File: config.mk
export PLATFORM = sky130hd
export DESIGN_NAME = dtp_top
export DESIGN_NICKNAME = d
export VERILOG_FILES = /design/src/hdl/dtp_pkg.sv /design/src/hdl/dtp_timer.sv /design/src/hdl/dtp_top.sv
export SDC_FILE = /design/constraint.sdc
export NUM_CORES = 1
export LEC_CHECK = 0
export ABC_AREA = 1
export BUFFER_PORTS_ARGS = -buffer_cell sky130_fd_sc_hd__buf_4
export CAP_MARGIN = 20
export CORE_ASPECT_RATIO = 1.4
export CORE_UTILIZATION = 50
export CTS_CLUSTER_DIAMETER = 30
export DETAILED_ROUTE_END_ITERATION = 6
export PLACE_DENSITY = 0.69
export RECOVER_POWER = 25
export SKIP_CTS_REPAIR_TIMING = 1
export SKIP_LAST_GASP = 1
export SLEW_MARGIN = 15
export SYNTH_ARGS = -nofsm -noshare
export SYNTH_HDL_FRONTEND = slang
export SYNTH_SLANG_ARGS = --single-unit
File: constraint.sdc
create_clock -name core_clk -period 2.4 [get_ports core_clk]
set_input_delay 0.12 -clock core_clk [delete_from_list [all_inputs] [get_ports core_clk]]
set_output_delay 0.12 -clock core_clk [all_outputs]
set_load 0.05 [all_outputs]
File: src/hdl/dtp_pkg.sv
package dtp_pkg;
	typedef logic [9:0] dtp_cnt_t;
	typedef logic [7:0] dtp_byte_t;
	typedef logic [2:0] dtp_ratio_t;
	typedef logic [7:0] dtp_addr_t;
	typedef logic [31:0] dtp_word_t;
	typedef logic [3:0] dtp_sel_t;

	localparam int DTP_TIMERS = 2;
	localparam int DTP_PWMS = 3;

	// register map, byte addresses; timer B block sits one stride above timer A
	localparam dtp_addr_t TMR_STRIDE = 8'h20;
	localparam dtp_addr_t OFF_CTRL1 = 8'h00;
	localparam dtp_addr_t OFF_CTRL2 = 8'h04;
	localparam dtp_addr_t OFF_RELOAD_LOW = 8'h08;
	localparam dtp_addr_t OFF_HIGH = 8'h0C;
	localparam dtp_addr_t OFF_DUTY_LOW = 8'h10;
	localparam dtp_addr_t OFF_PS_VALUE = 8'h14;
	localparam dtp_addr_t OFF_PWMB_CTRL = 8'h40;
	localparam dtp_addr_t OFF_PWMB_DUTY_LOW = 8'h44;
	localparam dtp_addr_t OFF_BUZZER = 8'h48;
	localparam dtp_addr_t OFF_IRQ_FLAG = 8'h4C;
	localparam dtp_addr_t OFF_IRQ_ENABLE = 8'h50;

	// primary control fields
	localparam int BIT_RUN = 0;
	localparam int BIT_RELOAD_SEL = 1;
	localparam int BIT_ONE_SHOT = 2;
	localparam int BIT_ACTIVE_LOW = 6;
	localparam int BIT_OUT_EN = 7;
	// clock and prescale control fields
	localparam int BIT_CLK_SEL = 5;
	localparam int BIT_EDGE_SEL = 4;
	localparam int BIT_PS_EN_N = 3;
	// high bits register fields
	localparam int HI_RELOAD_LSB = 4;
	localparam int HI_DUTY_A_LSB = 0;
	localparam int HI_DUTY_B_LSB = 2;
	// buzzer fields
	localparam int BIT_BZ_EN = 7;
	localparam int BIT_BZ_SRC = 3;
	// interrupt fields
	localparam int BIT_FLAG_A = 3;
	localparam int BIT_FLAG_B = 4;
	localparam int BIT_IE_A = 3;
	localparam int BIT_IE_B = 0;
	localparam int BIT_GIE = 7;
	localparam dtp_byte_t IRQ_EN_MASK = 8'h89;

	localparam dtp_byte_t CTRL_RST = 8'h00;
	localparam dtp_cnt_t COUNT_RST = 10'h000;
	localparam dtp_cnt_t RELOAD_FREE = 10'h3FF;
	localparam dtp_cnt_t DUTY_NONE = 10'h000;
	// instruction clock is the core clock divided by four
	localparam logic [1:0] INSTR_DIV_LAST = 2'h3;

	// mask of low bits that must be all ones for a 1:2^(r+1) wrap
	function automatic dtp_byte_t ratio_mask(input dtp_ratio_t r);
		ratio_mask = dtp_byte_t'((9'h002 << r) - 9'h001);
	endfunction : ratio_mask
endpackage : dtp_pkg

File: src/hdl/dtp_timer.sv
`timescale 1ns/1ps
module dtp_timer (
	input logic core_clk,
	input logic sys_rst,
	input logic instrTick,
	input logic extPin,
	input logic run,
	input logic clkSel,
	input logic edgeSel,
	input logic prescaleEnN,
	input dtp_pkg::dtp_ratio_t ratio,
	input logic oneShot,
	input logic reloadSel,
	input dtp_pkg::dtp_cnt_t reloadValue,
	input logic loadNow,
	output dtp_pkg::dtp_cnt_t count,
	output dtp_pkg::dtp_byte_t prescaleValue,
	output logic prescaleTick,
	output logic underflow
);
	import dtp_pkg::*;

	logic pinPrev_reg;
	dtp_cnt_t count_reg;
	dtp_cnt_t count_next;
	dtp_byte_t psCnt_reg;
	dtp_byte_t psCnt_next;
	logic stopped_reg;
	logic stopped_next;

	// pin edges; the pin is taken as already synchronous to core_clk
	wire riseEdge = extPin & ~pinPrev_reg;
	wire fallEdge = ~extPin & pinPrev_reg;
	wire srcTick = clkSel ? (edgeSel ? fallEdge : riseEdge) : instrTick;
	wire dtp_byte_t psMask = ratio_mask(ratio);
	wire psWrap = srcTick && ((psCnt_reg & psMask) == psMask);
	wire stageTick = run && (prescaleEnN ? srcTick : psWrap);
	wire cntTick = stageTick && !stopped_reg;
	wire uflow = cntTick && (count_reg == COUNT_RST);

	// counter next value; a direct load beats any tick in the same cycle
	always_comb begin
		count_next = count_reg;
		if (loadNow) begin
			count_next = reloadValue;
		end else if (uflow) begin
			count_next = (reloadSel || oneShot) ? reloadValue : RELOAD_FREE;
		end else if (cntTick) begin
			count_next = count_reg - 10'h001;
		end
	end

	// prescaler is held clear while bypassed so it restarts from zero when inserted
	assign psCnt_next = (!run || prescaleEnN) ? 8'h00 : (srcTick ? psCnt_reg + 8'h01 : psCnt_reg);
	// one-shot halt lasts until the timer is stopped or reloaded by software
	assign stopped_next = (!run || loadNow) ? 1'b0 : (stopped_reg || (uflow && oneShot));

	always_ff @(posedge core_clk) begin
		if (sys_rst) begin
			pinPrev_reg <= 1'b0;
			count_reg <= COUNT_RST;
			psCnt_reg <= 8'h00;
			stopped_reg <= 1'b0;
		end else begin
			pinPrev_reg <= extPin;
			count_reg <= count_next;
			psCnt_reg <= psCnt_next;
			stopped_reg <= stopped_next;
		end
	end

	assign count = count_reg;
	assign prescaleValue = psCnt_reg;
	assign prescaleTick = stageTick;
	assign underflow = uflow;

	a_free_restart: assert property (@(posedge core_clk) disable iff (sys_rst)
		uflow && !oneShot && !reloadSel && !loadNow |=> count_reg == RELOAD_FREE)
		else $error("non-stop restart is not 0x3FF");
	a_stored_restart: assert property (@(posedge core_clk) disable iff (sys_rst)
		uflow && reloadSel && !loadNow |=> count_reg == $past(reloadValue))
		else $error("underflow did not take the reload value");
	a_load_now: assert property (@(posedge core_clk) disable iff (sys_rst)
		loadNow |=> count_reg == $past(reloadValue))
		else $error("direct load missed");
	a_hold_off: assert property (@(posedge core_clk) disable iff (sys_rst)
		!run && !loadNow |=> $stable(count_reg))
		else $error("stopped timer moved");
	a_one_shot_halt: assert property (@(posedge core_clk) disable iff (sys_rst)
		(uflow && oneShot) ##1 (run && !loadNow) |=> $stable(count_reg))
		else $error("one-shot timer kept counting");
	a_down_step: assert property (@(posedge core_clk) disable iff (sys_rst)
		cntTick && (count_reg != COUNT_RST) && !loadNow |=> count_reg == $past(count_reg) - 10'h001)
		else $error("count did not step down by one");
endmodule : dtp_timer

File: src/hdl/dtp_top.sv
`timescale 1ns/1ps
module dtp_top (
	input logic core_clk,
	input logic sys_rst,
	input dtp_pkg::dtp_addr_t wb_adr_i,
	input dtp_pkg::dtp_word_t wb_dat_i,
	input dtp_pkg::dtp_sel_t wb_sel_i,
	input logic wb_we_i,
	input logic wb_cyc_i,
	input logic wb_stb_i,
	output dtp_pkg::dtp_word_t wb_dat_o,
	output logic wb_ack_o,
	input logic extClockAPin,
	input logic extClockBPin,
	output logic sharedPinOut,
	output logic sharedPinOe,
	output logic pwmAAltOut,
	output logic pwmAAltOe,
	output logic pwmBOut,
	output logic pwmBOe,
	output logic pwmCOut,
	output logic pwmCOe,
	output logic irqRequestA,
	output logic irqRequestB
);
	import dtp_pkg::*;

	// bus state
	logic ack_reg;
	dtp_word_t rdData_reg;
	// per timer registers
	dtp_byte_t ctrl1_reg [DTP_TIMERS];
	dtp_byte_t ctrl2_reg [DTP_TIMERS];
	dtp_byte_t hi_reg [DTP_TIMERS];
	dtp_cnt_t reloadPend_reg [DTP_TIMERS];
	logic loadNow_reg [DTP_TIMERS];
	// per channel duty buffers: 0 PWM A, 1 PWM C, 2 PWM B
	dtp_cnt_t dutyPend_reg [DTP_PWMS];
	dtp_cnt_t dutyAct_reg [DTP_PWMS];
	logic pwmOut_reg [DTP_PWMS];
	logic pwmOe_reg [DTP_PWMS];
	// shared registers
	dtp_byte_t pwmBCtrl_reg;
	dtp_byte_t bzCtrl_reg;
	dtp_byte_t bzCnt_reg;
	logic bzLevel_reg;
	logic sharedOut_reg;
	logic sharedOe_reg;
	dtp_byte_t irqFlag_reg;
	dtp_byte_t irqFlag_next;
	dtp_byte_t irqEn_reg;
	logic irqReqA_reg;
	logic irqReqB_reg;
	logic [1:0] instrDiv_reg;
	logic instrTick_reg;

	// timer outputs
	dtp_cnt_t tmrCount [DTP_TIMERS];
	dtp_byte_t tmrPsVal [DTP_TIMERS];
	logic tmrPsTick [DTP_TIMERS];
	logic tmrUflow [DTP_TIMERS];
	dtp_byte_t tmrRd [DTP_TIMERS];
	logic wrCtrl1 [DTP_TIMERS];
	logic wrCtrl2 [DTP_TIMERS];
	logic wrReloadLow [DTP_TIMERS];
	logic wrHigh [DTP_TIMERS];
	// per channel views
	dtp_cnt_t chCount [DTP_PWMS];
	logic chUflow [DTP_PWMS];
	logic chOen [DTP_PWMS];
	logic chPol [DTP_PWMS];
	logic [1:0] chHi [DTP_PWMS];
	logic wrDuty [DTP_PWMS];
	logic lvlNext [DTP_PWMS];

	// bus decode; a request is taken once, in the cycle before ack
	wire wbReq = wb_cyc_i && wb_stb_i && !ack_reg;
	wire wbWr = wbReq && wb_we_i && wb_sel_i[0];
	wire dtp_byte_t wbByte = wb_dat_i[7:0];
	wire wrPwmBCtrl = wbWr && (wb_adr_i == OFF_PWMB_CTRL);
	wire wrPwmBDuty = wbWr && (wb_adr_i == OFF_PWMB_DUTY_LOW);
	wire wrBuzzer = wbWr && (wb_adr_i == OFF_BUZZER);
	wire wrIrqFlag = wbWr && (wb_adr_i == OFF_IRQ_FLAG);
	wire wrIrqEn = wbWr && (wb_adr_i == OFF_IRQ_ENABLE);

	// instruction clock enable, one pulse every fourth core cycle
	always_ff @(posedge core_clk) begin
		if (sys_rst) begin
			instrDiv_reg <= 2'h0;
			instrTick_reg <= 1'b0;
		end else begin
			instrDiv_reg <= instrDiv_reg + 2'h1;
			instrTick_reg <= (instrDiv_reg == INSTR_DIV_LAST);
		end
	end

	genvar t;
	generate
		for (t = 0; t < DTP_TIMERS; t++) begin : g_tmr
			localparam dtp_addr_t BASE = dtp_addr_t'(t) * TMR_STRIDE;
			wire adCtrl1 = (wb_adr_i == BASE + OFF_CTRL1);
			wire adCtrl2 = (wb_adr_i == BASE + OFF_CTRL2);
			wire adReload = (wb_adr_i == BASE + OFF_RELOAD_LOW);
			wire adHigh = (wb_adr_i == BASE + OFF_HIGH);
			wire adDuty = (wb_adr_i == BASE + OFF_DUTY_LOW);
			wire adPs = (wb_adr_i == BASE + OFF_PS_VALUE);
			wire runBit = ctrl1_reg[t][BIT_RUN];

			assign wrCtrl1[t] = wbWr && adCtrl1;
			assign wrCtrl2[t] = wbWr && adCtrl2;
			assign wrReloadLow[t] = wbWr && adReload;
			assign wrHigh[t] = wbWr && adHigh;

			// reads of the reload pair return the live count, not the buffer
			assign tmrRd[t] = adCtrl1 ? ctrl1_reg[t] :
				adCtrl2 ? ctrl2_reg[t] :
				adReload ? tmrCount[t][7:0] :
				adHigh ? {2'b00, tmrCount[t][9:8], hi_reg[t][3:0]} :
				adDuty ? dutyPend_reg[t][7:0] :
				adPs ? tmrPsVal[t] :
				8'h00;

			// reload buffer forms on the low byte write from the high bits written before
			always_ff @(posedge core_clk) begin
				if (sys_rst) begin
					ctrl1_reg[t] <= CTRL_RST;
					ctrl2_reg[t] <= CTRL_RST;
					hi_reg[t] <= CTRL_RST;
					reloadPend_reg[t] <= COUNT_RST;
					loadNow_reg[t] <= 1'b0;
				end else begin
					if (wrCtrl1[t]) begin
						ctrl1_reg[t] <= wbByte;
					end
					if (wrCtrl2[t]) begin
						ctrl2_reg[t] <= wbByte;
					end
					if (wrHigh[t]) begin
						hi_reg[t] <= wbByte;
					end
					if (wrReloadLow[t]) begin
						reloadPend_reg[t] <= {hi_reg[t][HI_RELOAD_LSB +: 2], wbByte};
					end
					// delayed a cycle so the timer sees the freshly formed buffer
					loadNow_reg[t] <= wrReloadLow[t] && !runBit;
				end
			end

			dtp_timer u_timer (
				.core_clk(core_clk),
				.sys_rst(sys_rst),
				.instrTick(instrTick_reg),
				.extPin(t == 0 ? extClockAPin : extClockBPin),
				.run(runBit),
				.clkSel(ctrl2_reg[t][BIT_CLK_SEL]),
				.edgeSel(ctrl2_reg[t][BIT_EDGE_SEL]),
				.prescaleEnN(ctrl2_reg[t][BIT_PS_EN_N]),
				.ratio(ctrl2_reg[t][2:0]),
				.oneShot(ctrl1_reg[t][BIT_ONE_SHOT]),
				.reloadSel(ctrl1_reg[t][BIT_RELOAD_SEL]),
				.reloadValue(reloadPend_reg[t]),
				.loadNow(loadNow_reg[t]),
				.count(tmrCount[t]),
				.prescaleValue(tmrPsVal[t]),
				.prescaleTick(tmrPsTick[t]),
				.underflow(tmrUflow[t])
			);
		end
	endgenerate

	// channel wiring: PWM A and B share timer A, PWM C runs on timer B
	assign chCount[0] = tmrCount[0];
	assign chCount[1] = tmrCount[1];
	assign chCount[2] = tmrCount[0];
	assign chUflow[0] = tmrUflow[0];
	assign chUflow[1] = tmrUflow[1];
	assign chUflow[2] = tmrUflow[0];
	assign chOen[0] = ctrl1_reg[0][BIT_OUT_EN];
	assign chOen[1] = ctrl1_reg[1][BIT_OUT_EN];
	assign chOen[2] = pwmBCtrl_reg[BIT_OUT_EN];
	assign chPol[0] = ctrl1_reg[0][BIT_ACTIVE_LOW];
	assign chPol[1] = ctrl1_reg[1][BIT_ACTIVE_LOW];
	assign chPol[2] = pwmBCtrl_reg[BIT_ACTIVE_LOW];
	assign chHi[0] = hi_reg[0][HI_DUTY_A_LSB +: 2];
	assign chHi[1] = hi_reg[1][HI_DUTY_A_LSB +: 2];
	assign chHi[2] = hi_reg[0][HI_DUTY_B_LSB +: 2];
	assign wrDuty[0] = wbWr && (wb_adr_i == OFF_DUTY_LOW);
	assign wrDuty[1] = wbWr && (wb_adr_i == TMR_STRIDE + OFF_DUTY_LOW);
	assign wrDuty[2] = wrPwmBDuty;

	genvar c;
	generate
		for (c = 0; c < DTP_PWMS; c++) begin : g_pwm
			// active while the down count sits below the duty value, so duty 0 never fires
			assign lvlNext[c] = chOen[c] && ((chCount[c] < dutyAct_reg[c]) ^ chPol[c]);

			// duty is double buffered; a period never sees a half-written value
			always_ff @(posedge core_clk) begin
				if (sys_rst) begin
					dutyPend_reg[c] <= DUTY_NONE;
					dutyAct_reg[c] <= DUTY_NONE;
					pwmOut_reg[c] <= 1'b0;
					pwmOe_reg[c] <= 1'b0;
				end else begin
					if (wrDuty[c]) begin
						dutyPend_reg[c] <= {chHi[c], wbByte};
					end
					if (chUflow[c]) begin
						dutyAct_reg[c] <= dutyPend_reg[c];
					end
					pwmOut_reg[c] <= lvlNext[c];
					pwmOe_reg[c] <= chOen[c];
				end
			end
		end
	endgenerate

	// buzzer divider; source is timer A underflow or its prescaler output
	wire bzOn = bzCtrl_reg[BIT_BZ_EN];
	wire bzSrc = bzCtrl_reg[BIT_BZ_SRC] ? tmrUflow[0] : tmrPsTick[0];
	wire dtp_byte_t bzMask = ratio_mask(bzCtrl_reg[2:0]);
	wire bzWrap = bzSrc && ((bzCnt_reg & bzMask) == bzMask);
	wire dtp_byte_t bzCnt_next = !bzOn ? 8'h00 : (bzSrc ? bzCnt_reg + 8'h01 : bzCnt_reg);

	// shared pin: PWM A first, buzzer only when PWM A is off
	wire sharedOut_next = chOen[0] ? lvlNext[0] : (bzOn && bzLevel_reg);
	wire sharedOe_next = chOen[0] || bzOn;

	always_ff @(posedge core_clk) begin
		if (sys_rst) begin
			pwmBCtrl_reg <= CTRL_RST;
			bzCtrl_reg <= CTRL_RST;
			bzCnt_reg <= 8'h00;
			bzLevel_reg <= 1'b0;
			sharedOut_reg <= 1'b0;
			sharedOe_reg <= 1'b0;
		end else begin
			if (wrPwmBCtrl) begin
				pwmBCtrl_reg <= wbByte;
			end
			if (wrBuzzer) begin
				bzCtrl_reg <= wbByte;
			end
			bzCnt_reg <= bzCnt_next;
			bzLevel_reg <= bzOn && (bzLevel_reg ^ bzWrap);
			sharedOut_reg <= sharedOut_next;
			sharedOe_reg <= sharedOe_next;
		end
	end

	// sticky flags: a write of 0 clears, a same-cycle underflow still sets
	always_comb begin
		irqFlag_next = irqFlag_reg;
		if (wrIrqFlag && !wbByte[BIT_FLAG_A]) begin
			irqFlag_next[BIT_FLAG_A] = 1'b0;
		end
		if (wrIrqFlag && !wbByte[BIT_FLAG_B]) begin
			irqFlag_next[BIT_FLAG_B] = 1'b0;
		end
		if (tmrUflow[0]) begin
			irqFlag_next[BIT_FLAG_A] = 1'b1;
		end
		if (tmrUflow[1]) begin
			irqFlag_next[BIT_FLAG_B] = 1'b1;
		end
	end

	always_ff @(posedge core_clk) begin
		if (sys_rst) begin
			irqFlag_reg <= CTRL_RST;
			irqEn_reg <= CTRL_RST;
			irqReqA_reg <= 1'b0;
			irqReqB_reg <= 1'b0;
		end else begin
			irqFlag_reg <= irqFlag_next;
			if (wrIrqEn) begin
				irqEn_reg <= wbByte & IRQ_EN_MASK;
			end
			irqReqA_reg <= irqFlag_reg[BIT_FLAG_A] && irqEn_reg[BIT_IE_A] && irqEn_reg[BIT_GIE];
			irqReqB_reg <= irqFlag_reg[BIT_FLAG_B] && irqEn_reg[BIT_IE_B] && irqEn_reg[BIT_GIE];
		end
	end

	// read selection; unmapped addresses answer zero
	wire dtp_byte_t miscRd = (wb_adr_i == OFF_PWMB_CTRL) ? pwmBCtrl_reg :
		(wb_adr_i == OFF_PWMB_DUTY_LOW) ? dutyPend_reg[2][7:0] :
		(wb_adr_i == OFF_BUZZER) ? bzCtrl_reg :
		(wb_adr_i == OFF_IRQ_FLAG) ? irqFlag_reg :
		(wb_adr_i == OFF_IRQ_ENABLE) ? irqEn_reg :
		8'h00;
	wire dtp_byte_t rdByte = tmrRd[0] | tmrRd[1] | miscRd;

	// one-cycle ack for every access, mapped or not
	always_ff @(posedge core_clk) begin
		if (sys_rst) begin
			ack_reg <= 1'b0;
			rdData_reg <= 32'h0000_0000;
		end else begin
			ack_reg <= wbReq;
			rdData_reg <= wbReq ? {24'h00_0000, rdByte} : 32'h0000_0000;
		end
	end

	assign wb_ack_o = ack_reg;
	assign wb_dat_o = rdData_reg;
	assign sharedPinOut = sharedOut_reg;
	assign sharedPinOe = sharedOe_reg;
	assign pwmAAltOut = pwmOut_reg[0];
	assign pwmAAltOe = pwmOe_reg[0];
	assign pwmCOut = pwmOut_reg[1];
	assign pwmCOe = pwmOe_reg[1];
	assign pwmBOut = pwmOut_reg[2];
	assign pwmBOe = pwmOe_reg[2];
	assign irqRequestA = irqReqA_reg;
	assign irqRequestB = irqReqB_reg;

	a_ack_pulse: assert property (@(posedge core_clk) disable iff (sys_rst)
		wb_ack_o |=> !wb_ack_o)
		else $error("ack held longer than one cycle");
	a_flag_set_a: assert property (@(posedge core_clk) disable iff (sys_rst)
		tmrUflow[0] |=> irqFlag_reg[BIT_FLAG_A])
		else $error("underflow A did not set its flag");
	a_flag_hold_b: assert property (@(posedge core_clk) disable iff (sys_rst)
		irqFlag_reg[BIT_FLAG_B] && !(wrIrqFlag && !wbByte[BIT_FLAG_B]) |=> irqFlag_reg[BIT_FLAG_B])
		else $error("flag B dropped without a clearing write");
	a_gie_gate: assert property (@(posedge core_clk) disable iff (sys_rst)
		!irqEn_reg[BIT_GIE] [*2] |-> !irqRequestA && !irqRequestB)
		else $error("request raised with global enable off");
	a_duty_apply: assert property (@(posedge core_clk) disable iff (sys_rst)
		chUflow[0] |=> dutyAct_reg[0] == $past(dutyPend_reg[0]))
		else $error("PWM A duty not applied at underflow");
	a_duty_apply_c: assert property (@(posedge core_clk) disable iff (sys_rst)
		!chUflow[1] |=> $stable(dutyAct_reg[1]))
		else $error("PWM C duty changed outside underflow");
	a_duty_never: assert property (@(posedge core_clk) disable iff (sys_rst)
		(dutyAct_reg[0] == DUTY_NONE) && chOen[0] |=> pwmOut_reg[0] == $past(chPol[0]))
		else $error("zero duty produced an active level");
	a_shared_prio: assert property (@(posedge core_clk) disable iff (sys_rst)
		chOen[0] |=> sharedPinOut == pwmAAltOut && sharedPinOe && pwmAAltOe)
		else $error("shared pin not following PWM A");
endmodule : dtp_top

==> flow_summary.ini, run 1 <==
[outcome]
run_status = finished with violations
failed_checks = hold timing

[power]
p_int_mw = 7.65
p_switching_mw = 2.45
sw_frac_of_total = 0.242
vdd_drop_max_uv = 527
clkPwrFrac = 0.531
p_seq_frac = 0.407
p_comb_frac = 0.062
power_density_nw_per_um2 = 777
p_leak_nw = 5.41

[drt]
wl_mm = 30.7
ant_nets = 0
num_vias = 9351
via_per_inst = 5.35
routedWlPerCell_um = 17.6
dr.pass1.iters = 7
drcViolationCount = 0
drt_iter0_drc = 845

[yosys]
synth_area_leaders = edfxtp_1, dfxtp_1, nor2_1
synth_top_family_by_area = simple AND/OR/NAND/NOR gates
synth_simple_gate_area_frac = 0.229
syn_inst = 1340
synth_seq_cells = 218
synth_xor_area_frac = 0.0150
synth_top_area_frac = 0.336
synthAdderAreaFrac = 0.0373
ys_types = 47
async_flop_share = 0
ys_seq_area_frac = 0.506
avgSynthCellArea_um2 = 8.26
synthMuxAreaShare = 0
ys.flop_type = edfxtp_1
yosys.area.top_type = edfxtp_1
yosysWarnings = 0
synth_edf_count = 124
synth_compound_area_frac = 0.111
netlist_area_um2 = 11100

[placement]
place_congestion = 0.999
io_buffers = 42
dp_hpwl_mm = 22.0
dpl_worst_slack_ns = 0.176

[timing]
setup_violations = 0
rsz0062_at_grt = no
slew_violations = 0
fin_tns_setup_ns = 0
fin_ws_ns = 0.200
hold_viol = 1
relSlewSlack = 0.122
min_period_ns = 2.20
finalClockSkew_ns = 0.0185
min_period_over_period = 0.917
tightest_slew_ns = 1.32
max_freq_mhz = 454
hold_ws_ns = -0.0404

[setup_path]
path_class = input port to flip-flop
critPathMaxFanout = 15
critPathArrivalTime_ns = 2.64
required_ns = 2.84
end_kind = flip-flop
start_kind = input port

[finish]
fin_util = 0.596
nets = 1508
antenna_cells = 0
num-fill-cells = 1953
regArea_um2 = 5610
drive_gt1_frac = 0.102
multiInputGateArea_um2 = 4430
synthToLayoutAreaGrowth_pct = 17.3

[grt]
grt_usage = 0.274
antenna_found_initial = 0
grt_max_degree = 37
grt_pass1_vias = 8872
globalRouteOverflowTotal = 0
grt_first_pass_wirelength_mm = 47.0

[clock_network]
clk_pin_slew_ns = 0.05
cts-htree-levels = 2
cts.sinks = 218
cts.path.max_buffers = 3
clock-root-buffer = clkbuf_16
clock_latency_ns = 0.52
cts_tree = done
cts_buffers = 36

[worst_hold_path]
hp-class = input port to flip-flop

[die]
fp.dieH_um = 178
core_area_um2 = 21800
die_x_um = 128
io_pins = 94
start_util = 0.508
die_area_um2 = 22800
row_count = 64

[job]
cap_violations = 0
-- cells in the final DEF (no fill, tap or decap), types with 3 or more instances in the layout --
cell	synthesis	final
clkbuf_1	23	29
nand3_1	80	80
bufinv_16	0	5
clkbuf_16	0	37
a21oi_1	92	92
nand2_1	217	217
inv_1	207	207
clkinvlp_4	0	6
buf_4	26	50
dfxtp_1	94	94
clkinv_4	0	4
xor2_1	17	17
or2_2	9	9
nor2_4	3	3
o21ai_0	73	73
nand4_1	13	13
conb_1	1	24
nor4_1	4	4
a21boi_0	3	3
a211oi_1	10	10
inv_6	0	5
nor2_1	218	218
clkinv_2	0	3
edfxtp_1	124	124
a22o_1	3	3
o22ai_1	8	8
dlygate4sd3_1	0	5
o211ai_1	9	9
a31oi_1	4	4
ha_1	33	33
nor3_1	18	18
nor2_2	9	9
o2111ai_1	7	7
-- cell usage after synthesis (2+ instances only) --
master,n
or2_2,9
nor3_1,18
nor4_1,4
xnor2_1,2
a21boi_0,3
nand3_1,80
nor3b_1,2
a211oi_1,10
nand3_2,2
dfxtp_1,94
nor2_1,218
buf_2,8
nand4_1,13
ha_1,33
o21ai_0,73
nor2_4,3
buf_4,26
nand2_2,2
edfxtp_1,124
o211ai_1,9
nand3_4,2
nand3b_1,2
xor2_1,17
nand2_1,217
nor2_2,9
o22ai_1,8
a22o_1,3
o221ai_1,2
o2111ai_1,7
a21oi_1,92
clkbuf_1,23
inv_1,207
a31oi_1,4
-- per-stage QoR --
step	std cells	power, mW	instance area (um^2)
after detailed placement	1676	4.80	11800
after floorplan	1363	4.61	11200
final	1749	10.1	13000
after global routing	1749	10.3	13000
after global placement	1676	4.79	11800
after CTS	1742	10.1	13000
-- path summary, 6_finish.rpt --
path                                                              from                                              to  slack [ns]  depth (start not counted)
worst max register to register  g_tmr[0].u_timer.count[0]$_SDFFE_PP0P_                 dutyAct_reg[0][8]$_SDFFCE_PN0P_        0.24                         10
worst min-delay path                                       wb_dat_i[3]                     irqFlag_reg[3]$_SDFFE_PP0P_       -0.04                          3
worst min register to register              instrDiv_reg[0]$_SDFF_PP0_                      instrDiv_reg[0]$_SDFF_PP0_        0.42                          1
worst max-delay path                                           sys_rst  g_tmr[1].u_timer.prescaleValue[1]$_SDFFE_PP0P_        0.20                          8
-- power by group through the flow --
stage | Combinational [mW] | Clock (mW) | Sequential [mW]
after global placement | 0.607 | 0 | 4.18
after CTS | 0.621 | 5.38 | 4.11
after floorplan | 0.435 | 0 | 4.18
final | 0.625 | 5.36 | 4.11
after detailed placement | 0.616 | 0 | 4.18
after global routing | 0.680 | 5.54 | 4.12
-- cell type report --
class | instances | share of cell area
inverter | 208 | 0.0601
multi-input combinational | 878 | 0.341
clock buffer | 42 | 0.0735
sequential | 218 | 0.432
timing repair buffer | 82 | 0.0419
tap | 297 | 0.0286
clock inverter | 24 | 0.0231
-- per-layer routing --
metal,track usage,up-vias,share of wire
li1,-,4517,-
met1,0.313,4293,0.37
met2,0.480,432,0.50
met3,0.0405,109,0.073
met4,0.170,0,0.059
met5,0,-,0
-- cells by family (layout without fill, tap and decap cells) --
group	Yosys count	after routing
fa+ha+maj	33	33
flops	218	218
buf+inv	267	356
simple gates	585	585
xor+xnor	19	19
other cells	1	24
compound gates	217	217
-- critical path, cell delays in order --
cell	delay, ns
dlygate4sd3_1	0.54
clkbuf_2	0.32
inv_1	0.15
clkbuf_1	0.54
nand2_1	0.22
nor2_1	0.44
o21ai_0	0.16
a21oi_1	0.15
Note: power is estimated with default switching activity, not from simulation.
==> run 2: changes to the inputs <==
--- a/config.mk
+++ b/config.mk
@@ -5,7 +5,6 @@
 export SDC_FILE = /design/constraint.sdc
 export NUM_CORES = 1
 export LEC_CHECK = 0
-export ABC_AREA = 1
 export BUFFER_PORTS_ARGS = -buffer_cell sky130_fd_sc_hd__buf_4
 export CAP_MARGIN = 20
 export CORE_ASPECT_RATIO = 1.4
@@ -14,6 +13,7 @@
 export DETAILED_ROUTE_END_ITERATION = 6
 export PLACE_DENSITY = 0.69
 export RECOVER_POWER = 25
+export SETUP_SLACK_MARGIN = 0.4
 export SKIP_CTS_REPAIR_TIMING = 1
 export SKIP_LAST_GASP = 1
 export SLEW_MARGIN = 15
==> run 2 against run 1 <==
Maximum frequency is 2.4% lower. The flow still finishes with violations (hold timing). Area after synthesis is 0.15% higher. Synthesized cell count is 17% lower. Core utilization is 3.2 points higher. Critical path depth is 3 lower.
==> flow_summary.ini, run 2 <==
[outcome]
run_status = finished with violations
failed_checks = hold timing

[power]
p_seq_frac = 0.404
sw_frac_of_total = 0.259
p_switching_mw = 2.63
p_comb_frac = 0.071
clkPwrFrac = 0.525
p_leak_nw = 5.30
p_int_mw = 7.55
power_density_nw_per_um2 = 744
vdd_drop_max_uv = 664

[clock_network]
clock_latency_ns = 0.53
cts.path.max_buffers = 3
cts_tree = done
cts-htree-levels = 2
clock-root-buffer = clkbuf_16
cts.sinks = 218
cts_buffers = 37
clk_pin_slew_ns = 0.06

[finish]
drive_gt1_frac = 0.180
fin_util = 0.628
antenna_cells = 0
synthToLayoutAreaGrowth_pct = 23.4
mostFrequentLayoutCell = edfxtp_1
layout_common_cells = edfxtp_1, and2_1, nor2_1, dfxtp_1, buf_4
nets = 1299
num-fill-cells = 1861

[drt]
num_vias = 8978
routedWlPerCell_um = 21.3
ant_nets = 0
drt_iter0_drc = 930
wl_mm = 32.8
via_per_inst = 5.83
dr.pass1.iters = 6
drcViolationCount = 0

[yosys]
ys_types = 67
syn_inst = 1106
async_flop_share = 0
synth_top_area_frac = 0.336
avgSynthCellArea_um2 = 10.0
synth_xor_area_frac = 0.0261
yosys.area.top_type = edfxtp_1
synth_top_family_by_area = simple AND/OR/NAND/NOR gates
synth_edf_count = 124
synth_compound_area_frac = 0.130
yosys-top-cells-count = and2_1, edfxtp_1, nor2_1, dfxtp_1, nand2_1
synthAdderAreaFrac = 0.0372
synth_area_leaders = edfxtp_1, dfxtp_1, and2_1
synthMuxAreaShare = 0.0400
netlist_area_um2 = 11100
yosysMostFrequentCell = and2_1
synth_simple_gate_area_frac = 0.208
yosysWarnings = 0
ys_seq_area_frac = 0.505
synth_seq_cells = 218
ys.flop_type = edfxtp_1

[setup_path]
timing.rr.start = ctrl2_reg[0][0]$_SDFFCE_PN0P_
reg2reg_slack_ns = 0.15
path_class = flip-flop to flip-flop
critPathMaxStageDelay_ns = 0.59
cp_top_family = compound AO/OA/AOI/OAI gates
critPathMaxFanout = 8
slowest_stage = or4_4
reg2regPathDepth = 5
critPathBufInv = 0
cp_cell_sequence = o32a_1 > o41a_1 > or4_4 > a311oi_1 > a221o_1
end_kind = flip-flop
timing.rr.end = g_tmr[0].u_timer.count[9]$_SDFFE_PP0P_
start_kind = flip-flop
critPathArrivalTime_ns = 2.73
required_ns = 2.87

[timing]
min_period_over_period = 0.939
relSlewSlack = 0.109
rsz0062_at_grt = yes
finalClockSkew_ns = 0.0163
setup_violations = 0
hold_ws_ns = -0.00509
slew_violations = 0
max_freq_mhz = 444
min_period_ns = 2.25
tightest_slew_ns = 1.34
fin_tns_setup_ns = 0
hold_viol = 1

[placement]
io_buffers = 42
place_congestion = 0.970
dp_hpwl_mm = 23.2

[die]
die_area_um2 = 22800
core_area_um2 = 21800
row_count = 64
start_util = 0.509
fp.dieH_um = 178
io_pins = 94
die_x_um = 128

[grt]
grt_max_degree = 29
grt_usage = 0.289
grt_pass1_vias = 8388
grt_first_pass_wirelength_mm = 48.6
globalRouteOverflowTotal = 0
antenna_found_initial = 0

[worst_hold_path]
min_from = sys_rst
hp-class = input port to flip-flop
worstHoldPathCells = 2
hold_end = irqFlag_reg[4]$_SDFFE_PP0P_

[job]
cap_violations = 0
run 2: cell count changes after synthesis, moves of 28 or more:
cell     previous run  this run
inv_1             207        53
nand2_1           217        71
and2_1              0       133
nor2_1            218        98
a21oi_1            92        35
nand3_1            80        23
mux2i_1             0        32
o21ai_0            73        45
run 2: metal layers:
metal  wire length [um]  share of wire  GRT usage
met1              13400           0.41      0.371
met4               1400          0.043      0.137
met3               2220          0.068     0.0462
met2              15700           0.48      0.477
met5                  0              0          0
run 2: cell type report:
| type | instances | area [um^2] | share of cell area |
|---|---|---|---|
| clock buffers | 43 | 980 | 0.0716 |
| clock inverters | 25 | 307 | 0.0224 |
| inverters | 54 | 203 | 0.0148 |
| multi-input cells | 781 | 5350 | 0.391 |
| flip-flops and latches | 218 | 5620 | 0.411 |
| well taps | 297 | 372 | 0.0272 |
| repair buffers | 123 | 857 | 0.0626 |
run 2: cell families after synthesis:
| group | Yosys count |
|---|---|
| AO/OA/AOI/OAI | 208 |
| XOR/XNOR | 33 |
| adder cells (fa/ha/maj) | 33 |
| buffers and inverters | 130 |
| flip-flops | 218 |
| multiplexers | 43 |
| other | 1 |
| AND/OR/NAND/NOR | 440 |
run 2: worst max-delay path by stage:
stage	startpoint	to	slack (ns)	cells after the start
2_1_floorplan	wb_ack_o$_SDFF_PP0_	reloadPend_reg[0][0]$_SDFFCE_PN0P_	0.27	4
3_3_place_gp	ctrl2_reg[0][0]$_SDFFCE_PN0P_	g_tmr[0].u_timer.count[9]$_SDFFE_PP0P_	0.09	5
3_5_place_dp	ctrl2_reg[0][0]$_SDFFCE_PN0P_	g_tmr[0].u_timer.count[9]$_SDFFE_PP0P_	0.06	5
4_1_cts	ctrl2_reg[0][0]$_SDFFCE_PN0P_	g_tmr[0].u_timer.count[7]$_SDFFE_PP0P_	0.04	5
5_1_grt	ctrl2_reg[0][0]$_SDFFCE_PN0P_	dutyAct_reg[2][4]$_SDFFCE_PN0P_	0.08	6
6_report	ctrl2_reg[0][0]$_SDFFCE_PN0P_	g_tmr[0].u_timer.count[9]$_SDFFE_PP0P_	0.15	5
run 2: through the flow:
stage	setup WS [ns]	area (um^2)	power [mW]	std cells	hold WS, ns
global placement	0.0907	12100	4.85	1459	0.363
global route	0.0788	13700	10.4	1541	0.0264
floorplan	0.272	11300	4.62	1129	0.248
detailed placement	0.0620	12100	4.86	1459	0.359
finish	0.146	13700	10.2	1541	-0.00509
CTS	0.0442	13400	10.2	1527	-0.167
run 2: power groups by stage:
stage | logic (mW) | registers (mW) | clock network (mW)
final | 0.724 | 4.11 | 5.35
after global routing | 0.772 | 4.12 | 5.55
after CTS | 0.681 | 4.11 | 5.40
after detailed placement | 0.675 | 4.19 | 0
after global placement | 0.667 | 4.19 | 0
after floorplan | 0.449 | 4.17 | 0
